$ cat config.mk
export PLATFORM = sky130hd
export DESIGN_NAME = ifb_top
export DESIGN_NICKNAME = d
export VERILOG_FILES = /design/src/core/ifb_pkg.sv /design/src/core/ifb_top.sv
export SDC_FILE = /design/constraint.sdc
export NUM_CORES = 1
export LEC_CHECK = 0
export BUFFER_PORTS_ARGS = -buffer_cell sky130_fd_sc_hd__buf_2
export CORE_MARGIN = 3
export CORE_UTILIZATION = 52
export DETAILED_ROUTE_END_ITERATION = 6
export PLACE_DENSITY = 0.85
export SYNTH_ARGS = -nofsm -noshare
export SYNTH_HDL_FRONTEND = slang
export SYNTH_SLANG_ARGS = --single-unit
$ cat constraint.sdc
create_clock -name aclk -period 6.9 [get_ports aclk]
set_clock_uncertainty 0.15 [all_clocks]
set_input_delay 1.38 -clock aclk [delete_from_list [all_inputs] [get_ports aclk]]
set_output_delay 1.38 -clock aclk [all_outputs]
set_load 0.01 [all_outputs]
$ cat src/core/ifb_pkg.sv
package ifb_pkg;

  // Register byte addresses on the AXI4-Lite port
  localparam logic [31:0] OFF_PIN_EDGE_SELECT = 32'h0000_0000;
  localparam logic [31:0] OFF_PRIMARY_IRQ_CONTROL_0 = 32'h0000_0004;
  localparam logic [31:0] OFF_PRIMARY_IRQ_CONTROL_1 = 32'h0000_0008;
  localparam logic [31:0] OFF_PRIMARY_IRQ_CONTROL_2 = 32'h0000_000C;

  localparam int REG_W = 8;
  localparam logic [7:0] RST_REG = 8'h00;
  localparam logic [7:0] MASK_PIN_EDGE_SELECT = 8'h0F;
  localparam logic [7:0] MASK_PRIMARY_IRQ_CONTROL_0 = 8'h7F;
  localparam logic [7:0] MASK_FULL = 8'hFF;

  // pin_edge_select fields
  localparam int POS_EXT_PIN_B_EDGE_SEL = 2;
  localparam int POS_EXT_PIN_A_EDGE_SEL = 0;

  // primary_irq_control_0 fields
  localparam int POS_EXT_PIN_B_REQ = 6;
  localparam int POS_EXT_PIN_A_REQ = 5;
  localparam int POS_LINE_COMP_A_REQ = 4;
  localparam int POS_EXT_PIN_B_EN = 3;
  localparam int POS_EXT_PIN_A_EN = 2;
  localparam int POS_LINE_COMP_A_EN = 1;
  localparam int POS_GLOBAL_IRQ_EN = 0;

  // primary_irq_control_1 fields
  localparam int POS_MULTI_GROUP_B_REQ = 7;
  localparam int POS_MULTI_GROUP_A_REQ = 6;
  localparam int POS_LOW_VOLT_REQ = 5;
  localparam int POS_SERIAL_MODULE_REQ = 4;

  // primary_irq_control_2 fields
  localparam int POS_LINE_COMP_B_REQ = 7;
  localparam int POS_TICK_B_REQ = 6;
  localparam int POS_TICK_A_REQ = 5;
  localparam int POS_MULTI_GROUP_C_REQ = 4;

  // Enables sit four bits below their flags in registers 1 and 2
  localparam int FLAG_TO_EN = 4;
  localparam int NUM_SRC = 12;

  localparam logic [1:0] RESP_OKAY = 2'b00;
  localparam logic [1:0] RESP_SLVERR = 2'b10;

  typedef enum logic [1:0] {
    EDGE_OFF = 2'b00,
    EDGE_RISE = 2'b01,
    EDGE_FALL = 2'b10,
    EDGE_BOTH = 2'b11
  } ifb_edge_t;

  typedef struct packed {
    logic line_comp_a;
    logic line_comp_b;
    logic serial_module;
    logic low_volt;
    logic tick_a;
    logic tick_b;
    logic multi_group_a;
    logic multi_group_b;
    logic multi_group_c;
  } ifb_evt_t;

  typedef struct packed {
    logic [31:0] awaddr;
    logic awvalid;
    logic [31:0] wdata;
    logic [3:0] wstrb;
    logic wvalid;
    logic bready;
    logic [31:0] araddr;
    logic arvalid;
    logic rready;
  } ifb_axi_req_t;

  typedef struct packed {
    logic awready;
    logic wready;
    logic [1:0] bresp;
    logic bvalid;
    logic arready;
    logic [31:0] rdata;
    logic [1:0] rresp;
    logic rvalid;
  } ifb_axi_rsp_t;

endpackage

$ cat src/core/ifb_top.sv
// Chosen here: the AXI4-Lite interface to the registers and the placing of the registers.
`timescale 1ns/100ps
`default_nettype none

module ifb_top (
  input wire logic aclk,
  input wire logic aresetn,
  input wire logic clk_en,
  input wire logic ext_irq_pin_a,
  input wire logic ext_irq_pin_b,
  input wire ifb_pkg::ifb_evt_t evt,
  input wire ifb_pkg::ifb_axi_req_t axi_req,
  output ifb_pkg::ifb_axi_rsp_t axi_rsp,
  output logic irq_req,
  output logic [ifb_pkg::NUM_SRC-1:0] irq_pending
);

  logic [3:0] edge_sel_q;
  logic [6:0] ctrl0_q;
  logic [7:0] ctrl1_q;
  logic [7:0] ctrl2_q;
  logic pin_a_prev_q;
  logic pin_b_prev_q;
  logic pin_a_hit;
  logic pin_b_hit;

  logic aw_held_q;
  logic w_held_q;
  logic [31:0] awaddr_q;
  logic [31:0] wdata_q;
  logic [3:0] wstrb_q;
  logic awready_q;
  logic wready_q;
  logic bvalid_q;
  logic [1:0] bresp_q;
  logic arready_q;
  logic rvalid_q;
  logic [31:0] rdata_q;
  logic [1:0] rresp_q;
  logic irq_req_q;
  logic [ifb_pkg::NUM_SRC-1:0] irq_pending_q;

  logic aw_take;
  logic w_take;
  logic ar_take;
  logic commit;
  logic aw_held_d;
  logic w_held_d;
  logic bvalid_d;
  logic rvalid_d;
  logic wr_lane;
  logic [7:0] set0;
  logic [7:0] set1;
  logic [7:0] set2;
  logic [31:0] rd_word;
  logic rd_hit;
  logic [ifb_pkg::NUM_SRC-1:0] pend_d;

  function automatic logic edge_hit(input logic [1:0] sel, input logic now, input logic prev);
    logic rise;
    logic fall;
    rise = now & ~prev;
    fall = ~now & prev;
    case (ifb_pkg::ifb_edge_t'(sel))
      ifb_pkg::EDGE_OFF: edge_hit = 1'b0;
      ifb_pkg::EDGE_RISE: edge_hit = rise;
      ifb_pkg::EDGE_FALL: edge_hit = fall;
      ifb_pkg::EDGE_BOTH: edge_hit = rise | fall;
      default: edge_hit = 1'b0;
    endcase
  endfunction

  function automatic logic addr_is(input logic [31:0] addr, input logic [31:0] off);
    addr_is = (addr[31:2] == off[31:2]);
  endfunction

  // Pins are taken as synchronous; only the previous level is kept
  always_ff @(posedge aclk) begin
    if (!aresetn) begin
      pin_a_prev_q <= 1'b0;
      pin_b_prev_q <= 1'b0;
    end else if (clk_en) begin
      pin_a_prev_q <= ext_irq_pin_a;
      pin_b_prev_q <= ext_irq_pin_b;
    end
  end

  assign pin_b_hit = edge_hit(edge_sel_q[ifb_pkg::POS_EXT_PIN_B_EDGE_SEL +: 2], ext_irq_pin_b,
    pin_b_prev_q);
  assign pin_a_hit = edge_hit(edge_sel_q[ifb_pkg::POS_EXT_PIN_A_EDGE_SEL +: 2], ext_irq_pin_a,
    pin_a_prev_q);

  // Write channel handshake
  assign aw_take = axi_req.awvalid & awready_q;
  assign w_take = axi_req.wvalid & wready_q;
  assign commit = aw_held_q & w_held_q & ~bvalid_q;
  assign aw_held_d = (aw_held_q | aw_take) & ~commit;
  assign w_held_d = (w_held_q | w_take) & ~commit;
  assign bvalid_d = commit | (bvalid_q & ~axi_req.bready);
  assign wr_lane = commit & wstrb_q[0];

  always_ff @(posedge aclk) begin
    if (!aresetn) begin
      aw_held_q <= 1'b0;
      w_held_q <= 1'b0;
      awaddr_q <= 32'h0000_0000;
      wdata_q <= 32'h0000_0000;
      wstrb_q <= 4'h0;
      awready_q <= 1'b0;
      wready_q <= 1'b0;
      bvalid_q <= 1'b0;
      bresp_q <= ifb_pkg::RESP_OKAY;
    end else if (clk_en) begin
      aw_held_q <= aw_held_d;
      w_held_q <= w_held_d;
      if (aw_take) begin
        awaddr_q <= axi_req.awaddr;
      end
      if (w_take) begin
        wdata_q <= axi_req.wdata;
        wstrb_q <= axi_req.wstrb;
      end
      awready_q <= ~aw_held_d & ~bvalid_d;
      wready_q <= ~w_held_d & ~bvalid_d;
      bvalid_q <= bvalid_d;
      if (commit) begin
        bresp_q <= (addr_is(awaddr_q, ifb_pkg::OFF_PIN_EDGE_SELECT) ||
                    addr_is(awaddr_q, ifb_pkg::OFF_PRIMARY_IRQ_CONTROL_0) ||
                    addr_is(awaddr_q, ifb_pkg::OFF_PRIMARY_IRQ_CONTROL_1) ||
                    addr_is(awaddr_q, ifb_pkg::OFF_PRIMARY_IRQ_CONTROL_2)) ?
                   ifb_pkg::RESP_OKAY : ifb_pkg::RESP_SLVERR;
      end
    end
  end

  // Hardware set masks; groups arrive already combined from their sub-registers
  always_comb begin
    set0 = ifb_pkg::RST_REG;
    set1 = ifb_pkg::RST_REG;
    set2 = ifb_pkg::RST_REG;
    set0[ifb_pkg::POS_EXT_PIN_B_REQ] = pin_b_hit;
    set0[ifb_pkg::POS_EXT_PIN_A_REQ] = pin_a_hit;
    set0[ifb_pkg::POS_LINE_COMP_A_REQ] = evt.line_comp_a;
    set1[ifb_pkg::POS_MULTI_GROUP_B_REQ] = evt.multi_group_b;
    set1[ifb_pkg::POS_MULTI_GROUP_A_REQ] = evt.multi_group_a;
    set1[ifb_pkg::POS_LOW_VOLT_REQ] = evt.low_volt;
    set1[ifb_pkg::POS_SERIAL_MODULE_REQ] = evt.serial_module;
    set2[ifb_pkg::POS_LINE_COMP_B_REQ] = evt.line_comp_b;
    set2[ifb_pkg::POS_TICK_B_REQ] = evt.tick_b;
    set2[ifb_pkg::POS_TICK_A_REQ] = evt.tick_a;
    set2[ifb_pkg::POS_MULTI_GROUP_C_REQ] = evt.multi_group_c;
  end

  // A hardware set in the same cycle as a software clear wins
  always_ff @(posedge aclk) begin
    if (!aresetn) begin
      edge_sel_q <= 4'h0;
      ctrl0_q <= 7'h00;
      ctrl1_q <= ifb_pkg::RST_REG;
      ctrl2_q <= ifb_pkg::RST_REG;
    end else if (clk_en) begin
      if (wr_lane && addr_is(awaddr_q, ifb_pkg::OFF_PIN_EDGE_SELECT)) begin
        edge_sel_q <= wdata_q[3:0];
      end
      if (wr_lane && addr_is(awaddr_q, ifb_pkg::OFF_PRIMARY_IRQ_CONTROL_0)) begin
        ctrl0_q <= wdata_q[6:0] | set0[6:0];
      end else begin
        ctrl0_q <= ctrl0_q | set0[6:0];
      end
      if (wr_lane && addr_is(awaddr_q, ifb_pkg::OFF_PRIMARY_IRQ_CONTROL_1)) begin
        ctrl1_q <= wdata_q[7:0] | set1;
      end else begin
        ctrl1_q <= ctrl1_q | set1;
      end
      if (wr_lane && addr_is(awaddr_q, ifb_pkg::OFF_PRIMARY_IRQ_CONTROL_2)) begin
        ctrl2_q <= wdata_q[7:0] | set2;
      end else begin
        ctrl2_q <= ctrl2_q | set2;
      end
    end
  end

  // Read channel
  assign ar_take = axi_req.arvalid & arready_q;
  assign rvalid_d = ar_take | (rvalid_q & ~axi_req.rready);

  always_comb begin
    rd_word = 32'h0000_0000;
    rd_hit = 1'b1;
    if (addr_is(axi_req.araddr, ifb_pkg::OFF_PIN_EDGE_SELECT)) begin
      rd_word[7:0] = {4'h0, edge_sel_q} & ifb_pkg::MASK_PIN_EDGE_SELECT;
    end else if (addr_is(axi_req.araddr, ifb_pkg::OFF_PRIMARY_IRQ_CONTROL_0)) begin
      rd_word[7:0] = {1'b0, ctrl0_q} & ifb_pkg::MASK_PRIMARY_IRQ_CONTROL_0;
    end else if (addr_is(axi_req.araddr, ifb_pkg::OFF_PRIMARY_IRQ_CONTROL_1)) begin
      rd_word[7:0] = ctrl1_q & ifb_pkg::MASK_FULL;
    end else if (addr_is(axi_req.araddr, ifb_pkg::OFF_PRIMARY_IRQ_CONTROL_2)) begin
      rd_word[7:0] = ctrl2_q & ifb_pkg::MASK_FULL;
    end else begin
      rd_hit = 1'b0;
    end
  end

  always_ff @(posedge aclk) begin
    if (!aresetn) begin
      arready_q <= 1'b0;
      rvalid_q <= 1'b0;
      rdata_q <= 32'h0000_0000;
      rresp_q <= ifb_pkg::RESP_OKAY;
    end else if (clk_en) begin
      arready_q <= ~rvalid_d;
      rvalid_q <= rvalid_d;
      if (ar_take) begin
        rdata_q <= rd_word;
        rresp_q <= rd_hit ? ifb_pkg::RESP_OKAY : ifb_pkg::RESP_SLVERR;
      end
    end
  end

  // Pending vector: flag and its own enable, gated by the global enable
  always_comb begin
    pend_d = '0;
    pend_d[0] = ctrl0_q[ifb_pkg::POS_EXT_PIN_B_REQ] & ctrl0_q[ifb_pkg::POS_EXT_PIN_B_EN];
    pend_d[1] = ctrl0_q[ifb_pkg::POS_EXT_PIN_A_REQ] & ctrl0_q[ifb_pkg::POS_EXT_PIN_A_EN];
    pend_d[2] = ctrl0_q[ifb_pkg::POS_LINE_COMP_A_REQ] & ctrl0_q[ifb_pkg::POS_LINE_COMP_A_EN];
    for (int i = 0; i < 4; i++) begin
      pend_d[3 + i] = ctrl1_q[ifb_pkg::FLAG_TO_EN + i] & ctrl1_q[i];
      pend_d[7 + i] = ctrl2_q[ifb_pkg::FLAG_TO_EN + i] & ctrl2_q[i];
    end
    if (!ctrl0_q[ifb_pkg::POS_GLOBAL_IRQ_EN]) begin
      pend_d = '0;
    end
  end

  always_ff @(posedge aclk) begin
    if (!aresetn) begin
      irq_req_q <= 1'b0;
      irq_pending_q <= '0;
    end else if (clk_en) begin
      irq_pending_q <= pend_d;
      irq_req_q <= |pend_d;
    end
  end

  assign axi_rsp.awready = awready_q;
  assign axi_rsp.wready = wready_q;
  assign axi_rsp.bresp = bresp_q;
  assign axi_rsp.bvalid = bvalid_q;
  assign axi_rsp.arready = arready_q;
  assign axi_rsp.rdata = rdata_q;
  assign axi_rsp.rresp = rresp_q;
  assign axi_rsp.rvalid = rvalid_q;
  assign irq_req = irq_req_q;
  assign irq_pending = irq_pending_q;

endmodule

`default_nettype wire

# Word level (Yosys, flattened, before mapping)

Cells that the tools add are included.

Register bits: 102
Bits of input ports: 119
Logic and storage cells: 117

Equality and inequality tests: 12
Muxes and demuxes: 16
Bitwise gates (word level): 51
Reduce and logical (&&, ||, !) cells: 17

Operator list:

| kind                | count |
|---|---|
| $eq 30x2->1 const B | 4 |
| $eq 30x1->1 const B | 2 |
| $logic_not 30->1    | 2 |
| $mux 8              | 6 |
| $or 8x8->8          | 4 |
| $and 1x1->1         | 27 |
| $or 7x7->7          | 2 |
| $not 1->1           | 12 |
| $reduce_or 12->1    | 1 |
| $mux 11             | 1 |
| $reduce_and 2->1    | 5 |
| $eq 2x2->1 const B  | 4 |
| $pmux 1 s4          | 2 |
| $mux 7              | 1 |
| $or 1x1->1          | 6 |
| $eq 2x1->1 const B  | 2 |
| $logic_and 1x1->1   | 4 |
| $logic_not 2->1     | 2 |
| $mux 1              | 4 |
| $mux 2              | 2 |
| $logic_or 1x1->1    | 3 |

# Depth between registers and ports, before layout

Depth in word-level cells: 6
Depth in mapped cells: 7
Mapped depth without buffers: 7

# Worst setup path before layout

OpenSTA, ideal clock, no wires.

Path type: input port to flip-flop
Start point: input port axi_req[17] (netlist name)
End point: register rdata_q[7]
Setup time: 0.070 ns
Arrival time: 2.957 ns
Data required time: 6.680 ns
Path slack: 3.722 ns
Cell stages on the path: 5
Path buffers: 1
Cell sequence: or4_1 > or4_1 > buf_2 > or3b_1 > a21oi_1

Longest elaborated chain between the ends: 5
Elaborated cells on any way between the ends: 8

Ends and longest elaborated chain:

| what                   | line           | source |
|---|---|---|
| start: declaration     | ifb_top.sv:12  | `input wire ifb_pkg::ifb_axi_req_t axi_req,` |
| $eq 30x2->1            | ifb_top.sv:74  | `addr_is = (addr[31:2] == off[31:2]);` |
| $mux 8                 | ifb_top.sv:196 | `end else if (addr_is(axi_req.araddr, ifb_pkg::OFF_PRIMARY_IRQ_CONTROL_2)) begin` |
| $mux 8                 | ifb_top.sv:194 | `end else if (addr_is(axi_req.araddr, ifb_pkg::OFF_PRIMARY_IRQ_CONTROL_1)) begin` |
| $mux 8                 | ifb_top.sv:192 | `end else if (addr_is(axi_req.araddr, ifb_pkg::OFF_PRIMARY_IRQ_CONTROL_0)) begin` |
| $mux 8 *               | ifb_top.sv:190 | `if (addr_is(axi_req.araddr, ifb_pkg::OFF_PIN_EDGE_SELECT)) begin` |
| end signal: assignment | ifb_top.sv:213 | `rdata_q <= rd_word;` |
| end: declaration       | ifb_top.sv:38  | `logic [31:0] rdata_q;` |

Mark *: on every way between the ends. The rest lies on a longest branch, timed or not.
A chain may end at the register's enable or synchronous reset.

# Final worst setup path

Start point: input port clk_en
End point: register rdata_q[7]

Longest elaborated chain between the ends: 1

Ends and longest elaborated chain:

| what                       | line         | source |
|---|---|---|
| start: declaration         | ifb_top.sv:8 | `input wire logic clk_en,` |
| $reduce_and 2->1 (no line) | -            |  |

No other way between the ends.

==> results_dict.tcl <==
set metrics [dict create \
    status "complete, no violations" \
    finalNetCount 734 \
    pwr-share-comb_pct 8.8 \
    tightest_slew_ps 1050 \
    synth_top_area_share_pct 45.9 \
    clock_sinks 97 \
    relSlewSlack_pct 30.1 \
    gp_congestion 0.912 \
    pwr-share-seq_pct 56.1 \
    synth_common_cells "nand2_1 (122), dfxtp_1 (97), a21oi_1 (78)" \
    power_density_nw_per_um2 213 \
    cts_max_level 3 \
    ys_seq_elements 97 \
    core_um2 7810 \
    instances_no_fill 718 \
    worstPathArrival_ps 3570 \
    fill_cells 714 \
    initial_core_util_pct 54.2 \
    grt_pass1_vias 3528 \
    setup_ws_ps 3450 \
    synth_top_area_cell "dfxtp_1" \
    cts_tree "built" \
    synth_most_common_cell "nand2_1" \
    synthCells 521 \
    finalCritPeriodShare_pct 50.0 \
    drv_slew 0 \
    place_area_um2 4670 \
    cts.repair.resized 0 \
    root_buffer "clkbuf_8" \
    utilization_pct 62.4 \
    ys.flop_type "dfxtp_1" \
    grt_start_max_net_pins 45 \
    criticalPathCategory "input port to register" \
    io_buffers 114 \
    internal-power_uw 786 \
    groute.usage.overall_pct 22.4 \
    power.leakage_uw 0.00205 \
    dr_total_vias 3802 \
    drive_gt1_share_pct 22.7 \
    syn_area_um2 4230 \
    ios 173 \
    post-route-drc-count 0 \
    synth_area_leaders "dfxtp_1 (46%), nand2_1 (11%), a21oi_1 (9.2%)" \
    holdCritPathClass "register to register" \
    max_freq_mhz 290 \
    antenna_found_initial 0 \
    cts_hold_buf 0 \
    rows 32 \
    drt_iter0_markers 218 \
    finalSetupViolCount 0 \
    async_flop_share_pct 0 \
    die_h_um 96.2 \
    maxCapViolCount 0 \
    drtAntennaViolNets 0 \
    antennaDiodeCount 0 \
    power.switching_uw 251 \
    cts_made_buffers 9 \
    setup.worst_path.start_class "input port" \
    finalHoldViolCount 0 \
    clockBufferDepth 2 \
    setup_tns_ps 0 \
    cp.required_ps 7020 \
    crit_path_max_fanout 29 \
    area_delta_synth_final_pct 15.0 \
    dp.cells 702 \
    wl_um 10200 \
    grt_pass1_wl_um 16300 \
    yosys.cell_types.count 34 \
    rsz0062_at_grt "no" \
    yosysSeqAreaShare_pct 45.9 \
    post_drt_wl_per_cell_um 14.2 \
    critPathCaptureType "register" \
    period_needed_ps 3450 \
    fin_area_um2 4870 \
    clk_transition_reported_paths_ps 90 \
    floorplan.die_area_um2 9260 \
    vdd_ir_drop_max_uv 117 \
    synth-edff-count 0 \
    p_clk_share_pct 35.1 \
    synth-warning-count 0 \
    avgSynthCellArea_um2 8.13 \
    drt-pass1-iter-count 6 \
    switching_share_pct 24.2 \
    dp_hpwl_um 7660 \
    clk_latency_ps 350 \
    cts_setup_buffers 0 \
    place_ws_ps 3100 \
    die_w_um 96.2 \
    grt_overflow_total 0 \
    viasPerCell 5.30 \
]
## stage by stage
step / power (µW) / hold slack, ps
6_report: 1040 / 306
5_1_grt: 1080 / 318
4_1_cts: 1040 / 309
3_5_place_dp: 685 / 296
3_3_place_gp: 681 / 292
2_1_floorplan: 658 / 286
## routing by layer
layer,up-vias,track usage [%],share of wire (%)
met5,-,0,0
met4,0,7.46,1.7
met3,16,2.81,7.0
met2,165,38.0,49
met1,1734,29.3,42
li1,1887,-,-
## cell families (layout without fill, tap and decap cells)
family	count (synthesis)	count (layout)	share of synthesized area (%)
AND/OR/NAND/NOR	220	220	23.2
AO/OA/AOI/OAI	105	105	13.4
flip-flops	97	97	45.9
buffers and inverters	70	139	9.31
multiplexers	24	24	6.94
adder cells (fa/ha/maj)	4	4	1.18
other	1	27	0.0886
## power groups by stage
stage | Combinational (µW) | Sequential (µW) | Clock, µW
floorplan | 66.4 | 591 | 0
global placement | 87.9 | 593 | 0
detailed placement | 90.8 | 594 | 0
CTS | 91.3 | 581 | 370
global route | 103 | 583 | 392
finish | 91.5 | 581 | 364
## cells in the final DEF (no fill, tap or decap), types with 7 or more instances in the layout
master      n
mux2i_1    17
clkbuf_8   10
o21ai_0     9
dfxtp_1    97
nand3_1     7
conb_1     27
a21oi_1    78
nor4_1     13
buf_2     114
nand2_1   122
nand2b_1    7
inv_1       7
nor2_1     39
## layout make-up
type                       instances  area, µm²  share of cell area, %
tap                              102        128                   2.62
clock inverter                     4       52.6                   1.08
timing repair buffer             115        578                   11.9
inverter                           8       30.0                  0.616
multi-input combinational        380       2000                   41.0
clock buffer                      12        145                   2.98
sequential                        97       1940                   39.9
## state kept, by name, summed over array words and instances (netlist names), 4 cells and up
name	cells
edge_sel_q	4
rdata_q	8
wdata_q	8
ctrl0_q	7
ctrl1_q	8
awaddr_q	30
irq_pending	11
ctrl2_q	8
## final timing paths
path	from	endpoint	slack (ps)	depth (start not counted)
setup / recovery	clk_en	rdata_q[7]	3450	5
hold / removal	rdata_q[7]	rdata_q[7]	310	2
setup reg to reg	awaddr_q[13]	ctrl1_q[4]	4320	5
hold reg to reg	rdata_q[7]	rdata_q[7]	310	2
## critical path, cell delays in order
cell and delay, ps:
buf_2 450, nand3_1 440, or4_1 770, or3b_1 400, a21oi_1 120
Note: power is estimated with default switching activity, not from simulation.
